`src/rtl/iwd_pkg.sv`:
```
// Purpose: Constants for the instruction word decode and timing block
// Assumes: 24-bit program words, 16-bit data, AHB-Lite register port
// Notes:   Field positions below are the decoder's own word layout
`default_nettype none
package iwd_pkg;
   // ----------------------------------------------------------------
   // Word geometry
   // ----------------------------------------------------------------
   localparam int OPC_HI   = 23;
   localparam int OPC_LO   = 16;
   localparam int FILE_TOP = 12;           // 13-bit file address
   // ----------------------------------------------------------------
   // Operand formats, supplied by the external opcode table
   // ----------------------------------------------------------------
   localparam logic [3:0] F_THREE  = 4'h0;
   localparam logic [3:0] F_FILE   = 4'h1;
   localparam logic [3:0] F_BITLIT = 4'h2;
   localparam logic [3:0] F_BITIND = 4'h3;
   localparam logic [3:0] F_LITU10 = 4'h4;
   localparam logic [3:0] F_LITS10 = 4'h5;
   localparam logic [3:0] F_MAC    = 4'h6;
   localparam logic [3:0] F_DSP    = 4'h7;
   localparam logic [3:0] F_SIGNED_FOUR_BIT_LITERAL  = 4'h8;
   localparam logic [3:0] F_CTRL   = 4'h9;
   // ----------------------------------------------------------------
   // Timing classes
   // ----------------------------------------------------------------
   localparam logic [2:0] T_PLAIN  = 3'h0;
   localparam logic [2:0] T_FLOW   = 3'h1;  // branch, table, return
   localparam logic [2:0] T_SKIP   = 3'h2;
   localparam logic [2:0] T_DWMOVE = 3'h3;
   // ----------------------------------------------------------------
   // Operation size codes (instruction word bits 1:0)
   // ----------------------------------------------------------------
   localparam logic [1:0] SZ_WORD  = 2'h0;
   localparam logic [1:0] SZ_BYTE  = 2'h1;
   localparam logic [1:0] SZ_DWORD = 2'h2;
   localparam logic [9:0] BYTE_LIT_MAX = 10'h0ff;
   // Accumulator write-back codes
   localparam logic [1:0] AWB_NONE = 2'h0;
   localparam logic [1:0] AWB_REG  = 2'h1;
   localparam logic [1:0] AWB_PINC = 2'h2;
   // ----------------------------------------------------------------
   // Register map (byte offsets) and reset values
   // ----------------------------------------------------------------
   localparam logic [7:0] A_CTRL  = 8'h00;
   localparam logic [7:0] A_STAT  = 8'h04;
   localparam logic [7:0] A_ERR   = 8'h08;
   localparam logic [7:0] A_ICNT  = 8'h0c;
   localparam logic [7:0] A_NCNT  = 8'h10;
   localparam logic [1:0] CTRL_RST = 2'h1;  // enabled, not strict
   // Error bits
   localparam int E_LIT   = 0;
   localparam int E_ODD   = 1;
   localparam int E_EXT   = 2;
   localparam int E_AWB   = 3;
   typedef enum logic [1:0] {S_FETCH, S_EXT, S_NOP} iwd_state_t;
endpackage : iwd_pkg
`default_nettype wire

```
`src/rtl/iwd_decode.sv`:
```
// Purpose: Fetch, decode and cycle timing for 24-bit instruction words
// Assumes: Opcode table outside gives format, timing class and flags
// Notes:   Inserted cycles drop PM_READY_O and raise NOP_O only
`default_nettype none
module iwd_decode
   import iwd_pkg::*;
(
   input  wire  logic        CLK_I,
   input  wire  logic        NRST_I,
   // AHB-Lite slave
   input  wire  logic        HSEL_I,
   input  wire  logic [31:0] HADDR_I,
   input  wire  logic [1:0]  HTRANS_I,
   input  wire  logic        HWRITE_I,
   input  wire  logic [2:0]  HSIZE_I,
   input  wire  logic [31:0] HWDATA_I,
   input  wire  logic        HREADY_I,
   output var   logic [31:0] HRDATA_O,
   output wire  logic        HREADYOUT_O,
   output wire  logic        HRESP_O,
   // Program memory word stream
   input  wire  logic        PM_VALID_I,
   input  wire  logic [23:0] PM_WORD_I,
   output wire  logic        PM_READY_O,
   // Opcode table and datapath answers for the offered word
   input  wire  logic [3:0]  FMT_I,
   input  wire  logic [2:0]  TIM_I,
   input  wire  logic        TWO_WORD_I,
   input  wire  logic [4:0]  CORE_FLAGS_I,
   input  wire  logic        COND_TRUE_I,
   input  wire  logic        PC_CHANGE_I,
   input  wire  logic        LONG_I,
   input  wire  logic        SKIP_TWO_I,
   input  wire  logic [15:0] BASE_DATA_I,
   // Decoded instruction
   output var   logic        EXEC_O,
   output var   logic        NOP_O,
   output var   logic [7:0]  OPCODE_O,
   output var   logic [1:0]  SIZE_O,
   output var   logic        SHADOW_O,
   output var   logic [3:0]  BASE_REG_O,
   output var   logic [3:0]  SRC_REG_O,
   output var   logic [1:0]  SRC_MODE_O,
   output var   logic [3:0]  DST_REG_O,
   output var   logic [1:0]  DST_MODE_O,
   output var   logic [12:0] FILE_ADDR_O,
   output var   logic        FILE_TO_WORKING_REG_ZERO_O,
   output var   logic [3:0]  BIT_POS_O,
   output var   logic [15:0] LIT_O,
   output var   logic [22:0] PROG_ADDR_O,
   output var   logic        ACC_SEL_O,
   output var   logic [2:0]  MUL_PAIR_O,
   output var   logic [3:0]  XPF_O,
   output var   logic [3:0]  YPF_O,
   output var   logic [1:0]  XD_O,
   output var   logic [1:0]  YD_O,
   output var   logic        AWB_EN_O,
   output var   logic        AWB_POSTINC_O,
   output var   logic        SHIFT_BY_REG_O,
   output var   logic [4:0]  CORE_FLAG_WE_O,
   output var   logic [3:0]  DSP_FLAG_WE_O
);
   // ----------------------------------------------------------------
   // Declarations
   // ----------------------------------------------------------------
   iwd_state_t  state;
   logic [1:0]  nop_cnt, ctrl, next_extra;
   logic [23:0] first_word, w, w2;
   logic [3:0]  hold_fmt, err, fmt, next_err;
   logic [4:0]  hold_flags, flags;
   logic [31:0] icnt, ncnt;
   logic [7:0]  last_opc, dp_addr;
   logic        take, orphan, go, ext_go, bad, ap_wr, ap_rd, dp_wr;
   assign take   = PM_VALID_I && PM_READY_O;
   assign orphan = take && (state == S_FETCH)
                   && (PM_WORD_I[OPC_HI:OPC_LO] == 8'h00);
   // Decode moment: single word, or second word of a pair
   assign go     = take && !orphan
                   && ((state == S_EXT) || !TWO_WORD_I);
   assign ext_go = go && (state == S_EXT);
   assign w      = ext_go ? first_word : PM_WORD_I;
   assign w2     = ext_go ? PM_WORD_I : 24'h000000;
   assign fmt    = ext_go ? hold_fmt : FMT_I;
   assign flags  = ext_go ? hold_flags : CORE_FLAGS_I;
   // Stalled during inserted cycles so nothing new is taken
   assign PM_READY_O = ctrl[0] && (state != S_NOP);

   // ----------------------------------------------------------------
   // Extra cycles and field checks
   // ----------------------------------------------------------------
   always_comb begin
      next_extra = 2'h0;
      case (TIM_I)
         T_PLAIN:  next_extra = (COND_TRUE_I || PC_CHANGE_I) ? 2'h1 : 2'h0;
         T_FLOW:   next_extra = LONG_I ? 2'h2 : 2'h1;
         // skip over one or two words
         T_SKIP:   next_extra = !COND_TRUE_I ? 2'h0 : (SKIP_TWO_I ? 2'h2 : 2'h1);
         T_DWMOVE: next_extra = 2'h1;
         default:  next_extra = 2'h0;
      endcase
      // the pair's two fetches already are its two cycles
      if (ext_go) next_extra = 2'h0;
   end

   always_comb begin
      next_err = 4'h0;
      next_err[E_LIT] = (fmt == F_LITU10) && (w[1:0] == SZ_BYTE)
                        && (w[13:4] > BYTE_LIT_MAX);
      next_err[E_ODD] = (fmt == F_CTRL) && w[0];
      next_err[E_EXT] = ext_go && (w2[OPC_HI:OPC_LO] != 8'h00);
      // only W13 or its post-increment form
      next_err[E_AWB] = (fmt == F_MAC) && (w[1:0] == 2'h3);
   end
   // Strict mode turns a malformed word into a no-op
   assign bad = ctrl[1] && (next_err != 4'h0);

   // ----------------------------------------------------------------
   // Sequencer
   // ----------------------------------------------------------------
   always_ff @(posedge CLK_I) begin
      if (!NRST_I) begin
         state   <= S_FETCH;
         nop_cnt <= 2'h0;
      end else begin
         case (state)
            S_FETCH: begin
               if (take && !orphan && TWO_WORD_I) begin
                  state <= S_EXT;
               end else if (go && next_extra != 2'h0) begin
                  state   <= S_NOP;
                  nop_cnt <= next_extra;
               end
            end
            S_EXT: begin
               if (take) begin
                  state <= S_FETCH;
               end
            end
            S_NOP: begin
               nop_cnt <= nop_cnt - 2'h1;
               if (nop_cnt == 2'h1) begin
                  state <= S_FETCH;
               end
            end
            default: state <= S_FETCH;
         endcase
      end
   end

   // First word of a pair and its table answers wait for the second
   always_ff @(posedge CLK_I) begin
      if (!NRST_I) begin
         first_word <= 24'h000000;
         hold_fmt   <= 4'h0;
         hold_flags <= 5'h00;
      end else if (take && state == S_FETCH && TWO_WORD_I) begin
         first_word <= PM_WORD_I;
         hold_fmt   <= FMT_I;
         hold_flags <= CORE_FLAGS_I;
      end
   end

   // ----------------------------------------------------------------
   // Execute strobes and flag write enables
   // ----------------------------------------------------------------
   always_ff @(posedge CLK_I) begin
      if (!NRST_I) begin
         EXEC_O         <= 1'b0;
         NOP_O          <= 1'b0;
         CORE_FLAG_WE_O <= 5'h00;
         DSP_FLAG_WE_O  <= 4'h0;
      end else begin
         EXEC_O <= go && !bad;
         NOP_O  <= orphan || (go && bad) || (state == S_NOP);
         CORE_FLAG_WE_O <= 5'h00;
         DSP_FLAG_WE_O  <= 4'h0;
         if (go && !bad) begin
            // accumulator formats leave core flags alone
            if (fmt == F_MAC || fmt == F_DSP || fmt == F_SIGNED_FOUR_BIT_LITERAL) begin
               DSP_FLAG_WE_O <= 4'hf;
            end else begin
               CORE_FLAG_WE_O <= flags;
            end
         end
      end
   end

   // ----------------------------------------------------------------
   // Operand fields, held until the next decode
   // ----------------------------------------------------------------
   always_ff @(posedge CLK_I) begin
      if (!NRST_I) begin
         OPCODE_O       <= 8'h00;
         SIZE_O         <= SZ_WORD;
         SHADOW_O       <= 1'b0;
         BASE_REG_O     <= 4'h0;
         SRC_REG_O      <= 4'h0;
         SRC_MODE_O     <= 2'h0;
         DST_REG_O      <= 4'h0;
         DST_MODE_O     <= 2'h0;
         FILE_ADDR_O    <= 13'h0000;
         FILE_TO_WORKING_REG_ZERO_O <= 1'b0;
         BIT_POS_O      <= 4'h0;
         LIT_O          <= 16'h0000;
         PROG_ADDR_O    <= 23'h000000;
         ACC_SEL_O      <= 1'b0;
         MUL_PAIR_O     <= 3'h0;
         XPF_O          <= 4'h0;
         YPF_O          <= 4'h0;
         XD_O           <= 2'h0;
         YD_O           <= 2'h0;
         AWB_EN_O       <= 1'b0;
         AWB_POSTINC_O  <= 1'b0;
         SHIFT_BY_REG_O <= 1'b0;
      end else if (go) begin
         OPCODE_O       <= w[OPC_HI:OPC_LO];
         SIZE_O         <= (w[1:0] == 2'h3) ? SZ_WORD : w[1:0];
         SHADOW_O       <= w[2];
         BASE_REG_O     <= w[15:12];
         DST_MODE_O     <= w[11:10];
         DST_REG_O      <= w[9:6];
         SRC_MODE_O     <= w[5:4];
         SRC_REG_O      <= w[3:0];
         FILE_ADDR_O    <= w[FILE_TOP:0];
         FILE_TO_WORKING_REG_ZERO_O <= w[13];
         BIT_POS_O      <= (fmt == F_BITIND) ? BASE_DATA_I[3:0]
                                             : w[15:12];
         case (fmt)
            F_LITU10: LIT_O <= {6'h00, w[13:4]};
            F_LITS10: LIT_O <= {{6{w[13]}}, w[13:4]};
            F_SIGNED_FOUR_BIT_LITERAL:  LIT_O <= {{12{w[14]}}, w[14:11]};
            F_DSP:    LIT_O <= {{10{w[5]}}, w[5:0]};
            default:  LIT_O <= w[15:0];
         endcase
         PROG_ADDR_O    <= {w2[6:0], w[15:1], 1'b0};
         ACC_SEL_O      <= w[15];
         MUL_PAIR_O     <= w[14:12];
         XPF_O          <= w[11:8];
         YPF_O          <= w[7:4];
         XD_O           <= w[3:2];
         YD_O           <= w[1:0];
         AWB_EN_O       <= (fmt == F_MAC)
                           && (w[1:0] == AWB_REG || w[1:0] == AWB_PINC);
         AWB_POSTINC_O  <= (fmt == F_MAC) && (w[1:0] == AWB_PINC);
         SHIFT_BY_REG_O <= (fmt == F_DSP) && w[8];
      end
   end

   // ----------------------------------------------------------------
   // Counters and sticky errors
   // ----------------------------------------------------------------
   always_ff @(posedge CLK_I) begin
      if (!NRST_I) begin
         icnt     <= 32'h00000000;
         ncnt     <= 32'h00000000;
         last_opc <= 8'h00;
      end else begin
         if (go && !bad) begin
            icnt     <= icnt + 32'h00000001;
            last_opc <= w[OPC_HI:OPC_LO];
         end
         if (orphan || (go && bad) || state == S_NOP) begin
            ncnt <= ncnt + 32'h00000001;
         end
      end
   end

   // New errors win over a write-one-to-clear in the same cycle
   always_ff @(posedge CLK_I) begin
      if (!NRST_I) begin
         err <= 4'h0;
      end else begin
         err <= (err & ~((dp_wr && dp_addr == A_ERR) ? HWDATA_I[3:0]
                                                      : 4'h0))
                | (go ? next_err : 4'h0);
      end
   end

   // ----------------------------------------------------------------
   // AHB-Lite slave: zero wait, always OKAY
   // ----------------------------------------------------------------
   assign HREADYOUT_O = 1'b1;
   assign HRESP_O     = 1'b0;
   assign ap_wr = HSEL_I && HREADY_I && HTRANS_I[1] && HWRITE_I;
   assign ap_rd = HSEL_I && HREADY_I && HTRANS_I[1] && !HWRITE_I;

   always_ff @(posedge CLK_I) begin
      if (!NRST_I) begin
         dp_wr   <= 1'b0;
         dp_addr <= 8'h00;
      end else begin
         dp_wr   <= ap_wr;
         dp_addr <= HADDR_I[7:0];
      end
   end

   always_ff @(posedge CLK_I) begin
      if (!NRST_I) begin
         ctrl <= CTRL_RST;
      end else if (dp_wr && dp_addr == A_CTRL) begin
         ctrl <= HWDATA_I[1:0];
      end
   end

   // Read data is fetched in the address phase to stand from a flop
   always_ff @(posedge CLK_I) begin
      if (!NRST_I) begin
         HRDATA_O <= 32'h00000000;
      end else if (ap_rd) begin
         case (HADDR_I[7:0])
            A_CTRL:  HRDATA_O <= {30'h00000000, ctrl};
            A_STAT:  HRDATA_O <= {20'h00000, last_opc, nop_cnt, state};
            A_ERR:   HRDATA_O <= {28'h0000000, err};
            A_ICNT:  HRDATA_O <= icnt;
            A_NCNT:  HRDATA_O <= ncnt;
            default: HRDATA_O <= 32'h00000000;
         endcase
      end
   end
endmodule : iwd_decode
`default_nettype wire

```
`config.mk`:
```
export PLATFORM = sky130hd
export DESIGN_NAME = iwd_decode
export DESIGN_NICKNAME = d
export VERILOG_FILES = /design/src/rtl/iwd_pkg.sv /design/src/rtl/iwd_decode.sv
export SDC_FILE = /design/constraint.sdc
export NUM_CORES = 1
export LEC_CHECK = 0
export BUFFER_PORTS_ARGS = -buffer_cell sky130_fd_sc_hd__buf_2
export CORE_MARGIN = 2
export CORE_UTILIZATION = 58
export DETAILED_ROUTE_END_ITERATION = 6
export PLACE_DENSITY = 0.95
export REMOVE_ABC_BUFFERS = 1
export SLEW_MARGIN = 15
export SYNTH_ARGS = -nofsm -noshare
export SYNTH_HDL_FRONTEND = slang
export SYNTH_SLANG_ARGS = --single-unit
```
`constraint.sdc`:
```
create_clock -name CLK_I -period 6.25 [get_ports CLK_I]
set_input_delay 0.9375 -clock CLK_I [delete_from_list [all_inputs] [get_ports CLK_I]]
set_output_delay 0.9375 -clock CLK_I [all_outputs]
set_load 0.03 [all_outputs]
```
==> flow_summary.json <==
{
  "power_switching_uw": 913,
  "end_kind": "register",
  "wl_met2_mm": 15.6,
  "grtUsageTotal": 0.298,
  "syn_area_per_cell_um2": 8.28,
  "clock_sink_count": 220,
  "grt_pass1_vias": 10100,
  "met3_length_mm": 2.81,
  "required_ns": 6.63,
  "highest_layer": "met4",
  "area_delta_synth_final_pct": 12.3,
  "hold_slack_ns": 0.455,
  "grt_antenna_before_repair": 0,
  "ys_warn_count": 0,
  "n_antenna_cell": 0,
  "synthTopCellsByArea": "dfxtp_1, nand2_1, mux2i_1",
  "vdd_drop_max_uv": 272,
  "total_power_uw": 3270,
  "combPwrFrac": 0.132,
  "yosysTopAreaCell": "dfxtp_1",
  "fmax_mhz": 237,
  "yosysSeqAreaShare": 0.398,
  "remaining_drc_errors": 0,
  "drive_above_1_share": 0.203,
  "worstPathArrival_ns": 4.60,
  "die_width_um": 142,
  "post-route-period-util": 0.675,
  "die_area_um2": 20200,
  "yosysMostFrequentCell": "dfxtp_1",
  "clk_pin_slew_ns": 0.06,
  "finalNonFillerCells": 1681,
  "slew_headroom": 0.232,
  "worstHoldPathType": "reg2reg",
  "async_flop_share": 0,
  "setup_violations": 0,
  "grt-ovfl-total": 0,
  "cts_resized": 0,
  "synth_ff_type": "dfxtp_1",
  "nets": 1571,
  "pwr-share-clk": 0.411,
  "clockRootBuffer": "clkbuf_16",
  "gp_congestion": 0.879,
  "start_kind": "register",
  "cts_made_buffers": 23,
  "core_area_um2": 18700,
  "route.vias.total": 10700,
  "yosys-top-cells-count": "dfxtp_1, nand2_1, a21oi_1, nor2_1, clkbuf_1",
  "p_per_area_nw_per_um2": 263,
  "synth_edf_count": 0,
  "switching_share": 0.280,
  "ant_nets": 0,
  "tightestPinTransition_ns": 1.15,
  "final-max-slew-violation-count": 0,
  "fin_tns_setup_ns": 0,
  "p_int_uw": 2350,
  "wirelength_mm": 31.4,
  "clk_path_buf_depth": 3,
  "skew_ns": 0.0129,
  "post-place-cells": 1641,
  "seq_power_share": 0.457,
  "ys_ff_latch": 220,
  "r2r_setup_slack_ns": 2.03,
  "syn_area_um2": 11100,
  "cp_max_fo": 79,
  "synth.top_cell.area_share": 0.398,
  "status": "finished, final reports clean",
  "ys_types": 72,
  "port_buffers": 209,
  "hold_viol_final": 0,
  "nFillCells": 1430,
  "rows": 50,
  "worst_skew_pair.late_latency_ns": 0.52,
  "vias_per_cell": 6.36,
  "die_h_um": 142,
  "rsz0062_at_grt": "false",
  "period_needed_ns": 4.22,
  "p_leak_uw": 0.00496,
  "grt_max_degree": 106,
  "holdBufCountCts": 0,
  "cap_violations": 0,
  "htree_levels": 1,
  "ios": 281,
  "drtIter0Drc": 1043,
  "dpl.hpwl_mm": 20.5,
  "post_drt_wl_per_cell_um": 18.7,
  "cts_tree": "yes",
  "syn_inst": 1337,
  "start_util": 0.592,
  "final_util": 0.665,
  "grt_pass1_wl_mm": 49.5,
  "dr.pass1.iters": 6,
  "path_class": "reg2reg",
  "post-cts-setup-buffers": 0,
  "met1Wirelength_mm": 11.6
}
==> metal layers <==
layer | track usage | up-vias
met2 | 0.526 | 585
met3 | 0.0559 | 114
met4 | 0.137 | 0
met5 | 0 | -
met1 | 0.349 | 5056
li1 | - | 4933
==> stage by stage <==
stage | instance area (um2) | setup slack (ns)
floorplan | 10300 | 0.616
global placement | 11700 | 1.88
detailed placement | 11700 | 1.75
CTS | 12400 | 2.17
global route | 12400 | 1.88
finish | 12400 | 2.03
==> cell families (layout without fill, tap and decap cells) <==
logic type               Yosys count  in the layout  share of synthesized area
buffers and inverters            169            278                     0.0803
AO/OA/AOI/OAI                    314            314                      0.193
other                              2              3                   0.000678
multiplexers                      75             75                     0.0692
adder cells (fa/ha/maj)            7              7                    0.00791
AND/OR/NAND/NOR                  550            550                      0.251
flip-flops                       220            220                      0.398
==> cell type report <==
class	count	area, um2	area share
clock buffers	33	663	0.0533
clock inverters	7	63.8	0.00513
multi-input cells	949	5810	0.468
well taps	234	293	0.0235
inverters	19	73.8	0.00594
repair buffers	219	1120	0.0904
flip-flops and latches	220	4400	0.354
==> power groups by stage <==
stage / Clock [uW] / Combinational [uW] / Sequential (uW)
floorplan: 0 / 165 / 1620
global placement: 0 / 410 / 1520
detailed placement: 0 / 421 / 1520
CTS: 1350 / 426 / 1490
global route: 1410 / 457 / 1500
finish: 1340 / 430 / 1490
==> state kept, by name, indices dropped and copies added (netlist names), 8 cells and up <==
| signal | count |
|---|---|
| first_word | 24 |
| PROG_ADDR_O | 8 |
| ncnt | 32 |
| OPCODE_O | 8 |
| icnt | 32 |
| LIT_O | 16 |
| HRDATA_O | 32 |
| last_opc | 8 |
| dp_addr | 8 |
==> layout by cell type, fill, tap and decap left out, drive strengths merged, types with 29 or more instances in the layout <==
cell type,instances
and2,38
a21oi,99
nand3,31
mux2i,66
buf,219
nand2,202
o21ai,56
nor2,90
dfxtp,220
nor3,29
nand2b,40
clkbuf,33
==> worst max-delay path, stage by stage (launching register included) <==
cell and delay, ns:
dfxtp_1 0.58, nand4b_1 0.26, buf_4 0.53, mux2i_1 0.63, ha_1 0.30, nand2b_1 0.08
nor4_2 0.35, a221oi_4 0.11, a21oi_4 0.17, buf_4 0.57, nand4b_1 0.36, a21oi_1 0.09
==> worst paths after layout <==
| kind | endpoint | start | cells past startpoint |
|---|---|---|---|
| min reg2reg | first_word[22]$_SDFFE_PN0P_ | first_word[22]$_SDFFE_PN0P_ | 2 |
| max reg2reg | CORE_FLAG_WE_O[3]$_SDFF_PP0_ | state[1]$_SDFFE_PN0P_ | 11 |
| min | first_word[22]$_SDFFE_PN0P_ | first_word[22]$_SDFFE_PN0P_ | 2 |
| max | CORE_FLAG_WE_O[3]$_SDFF_PP0_ | state[1]$_SDFFE_PN0P_ | 11 |
Power figures use the tool's default switching activity.
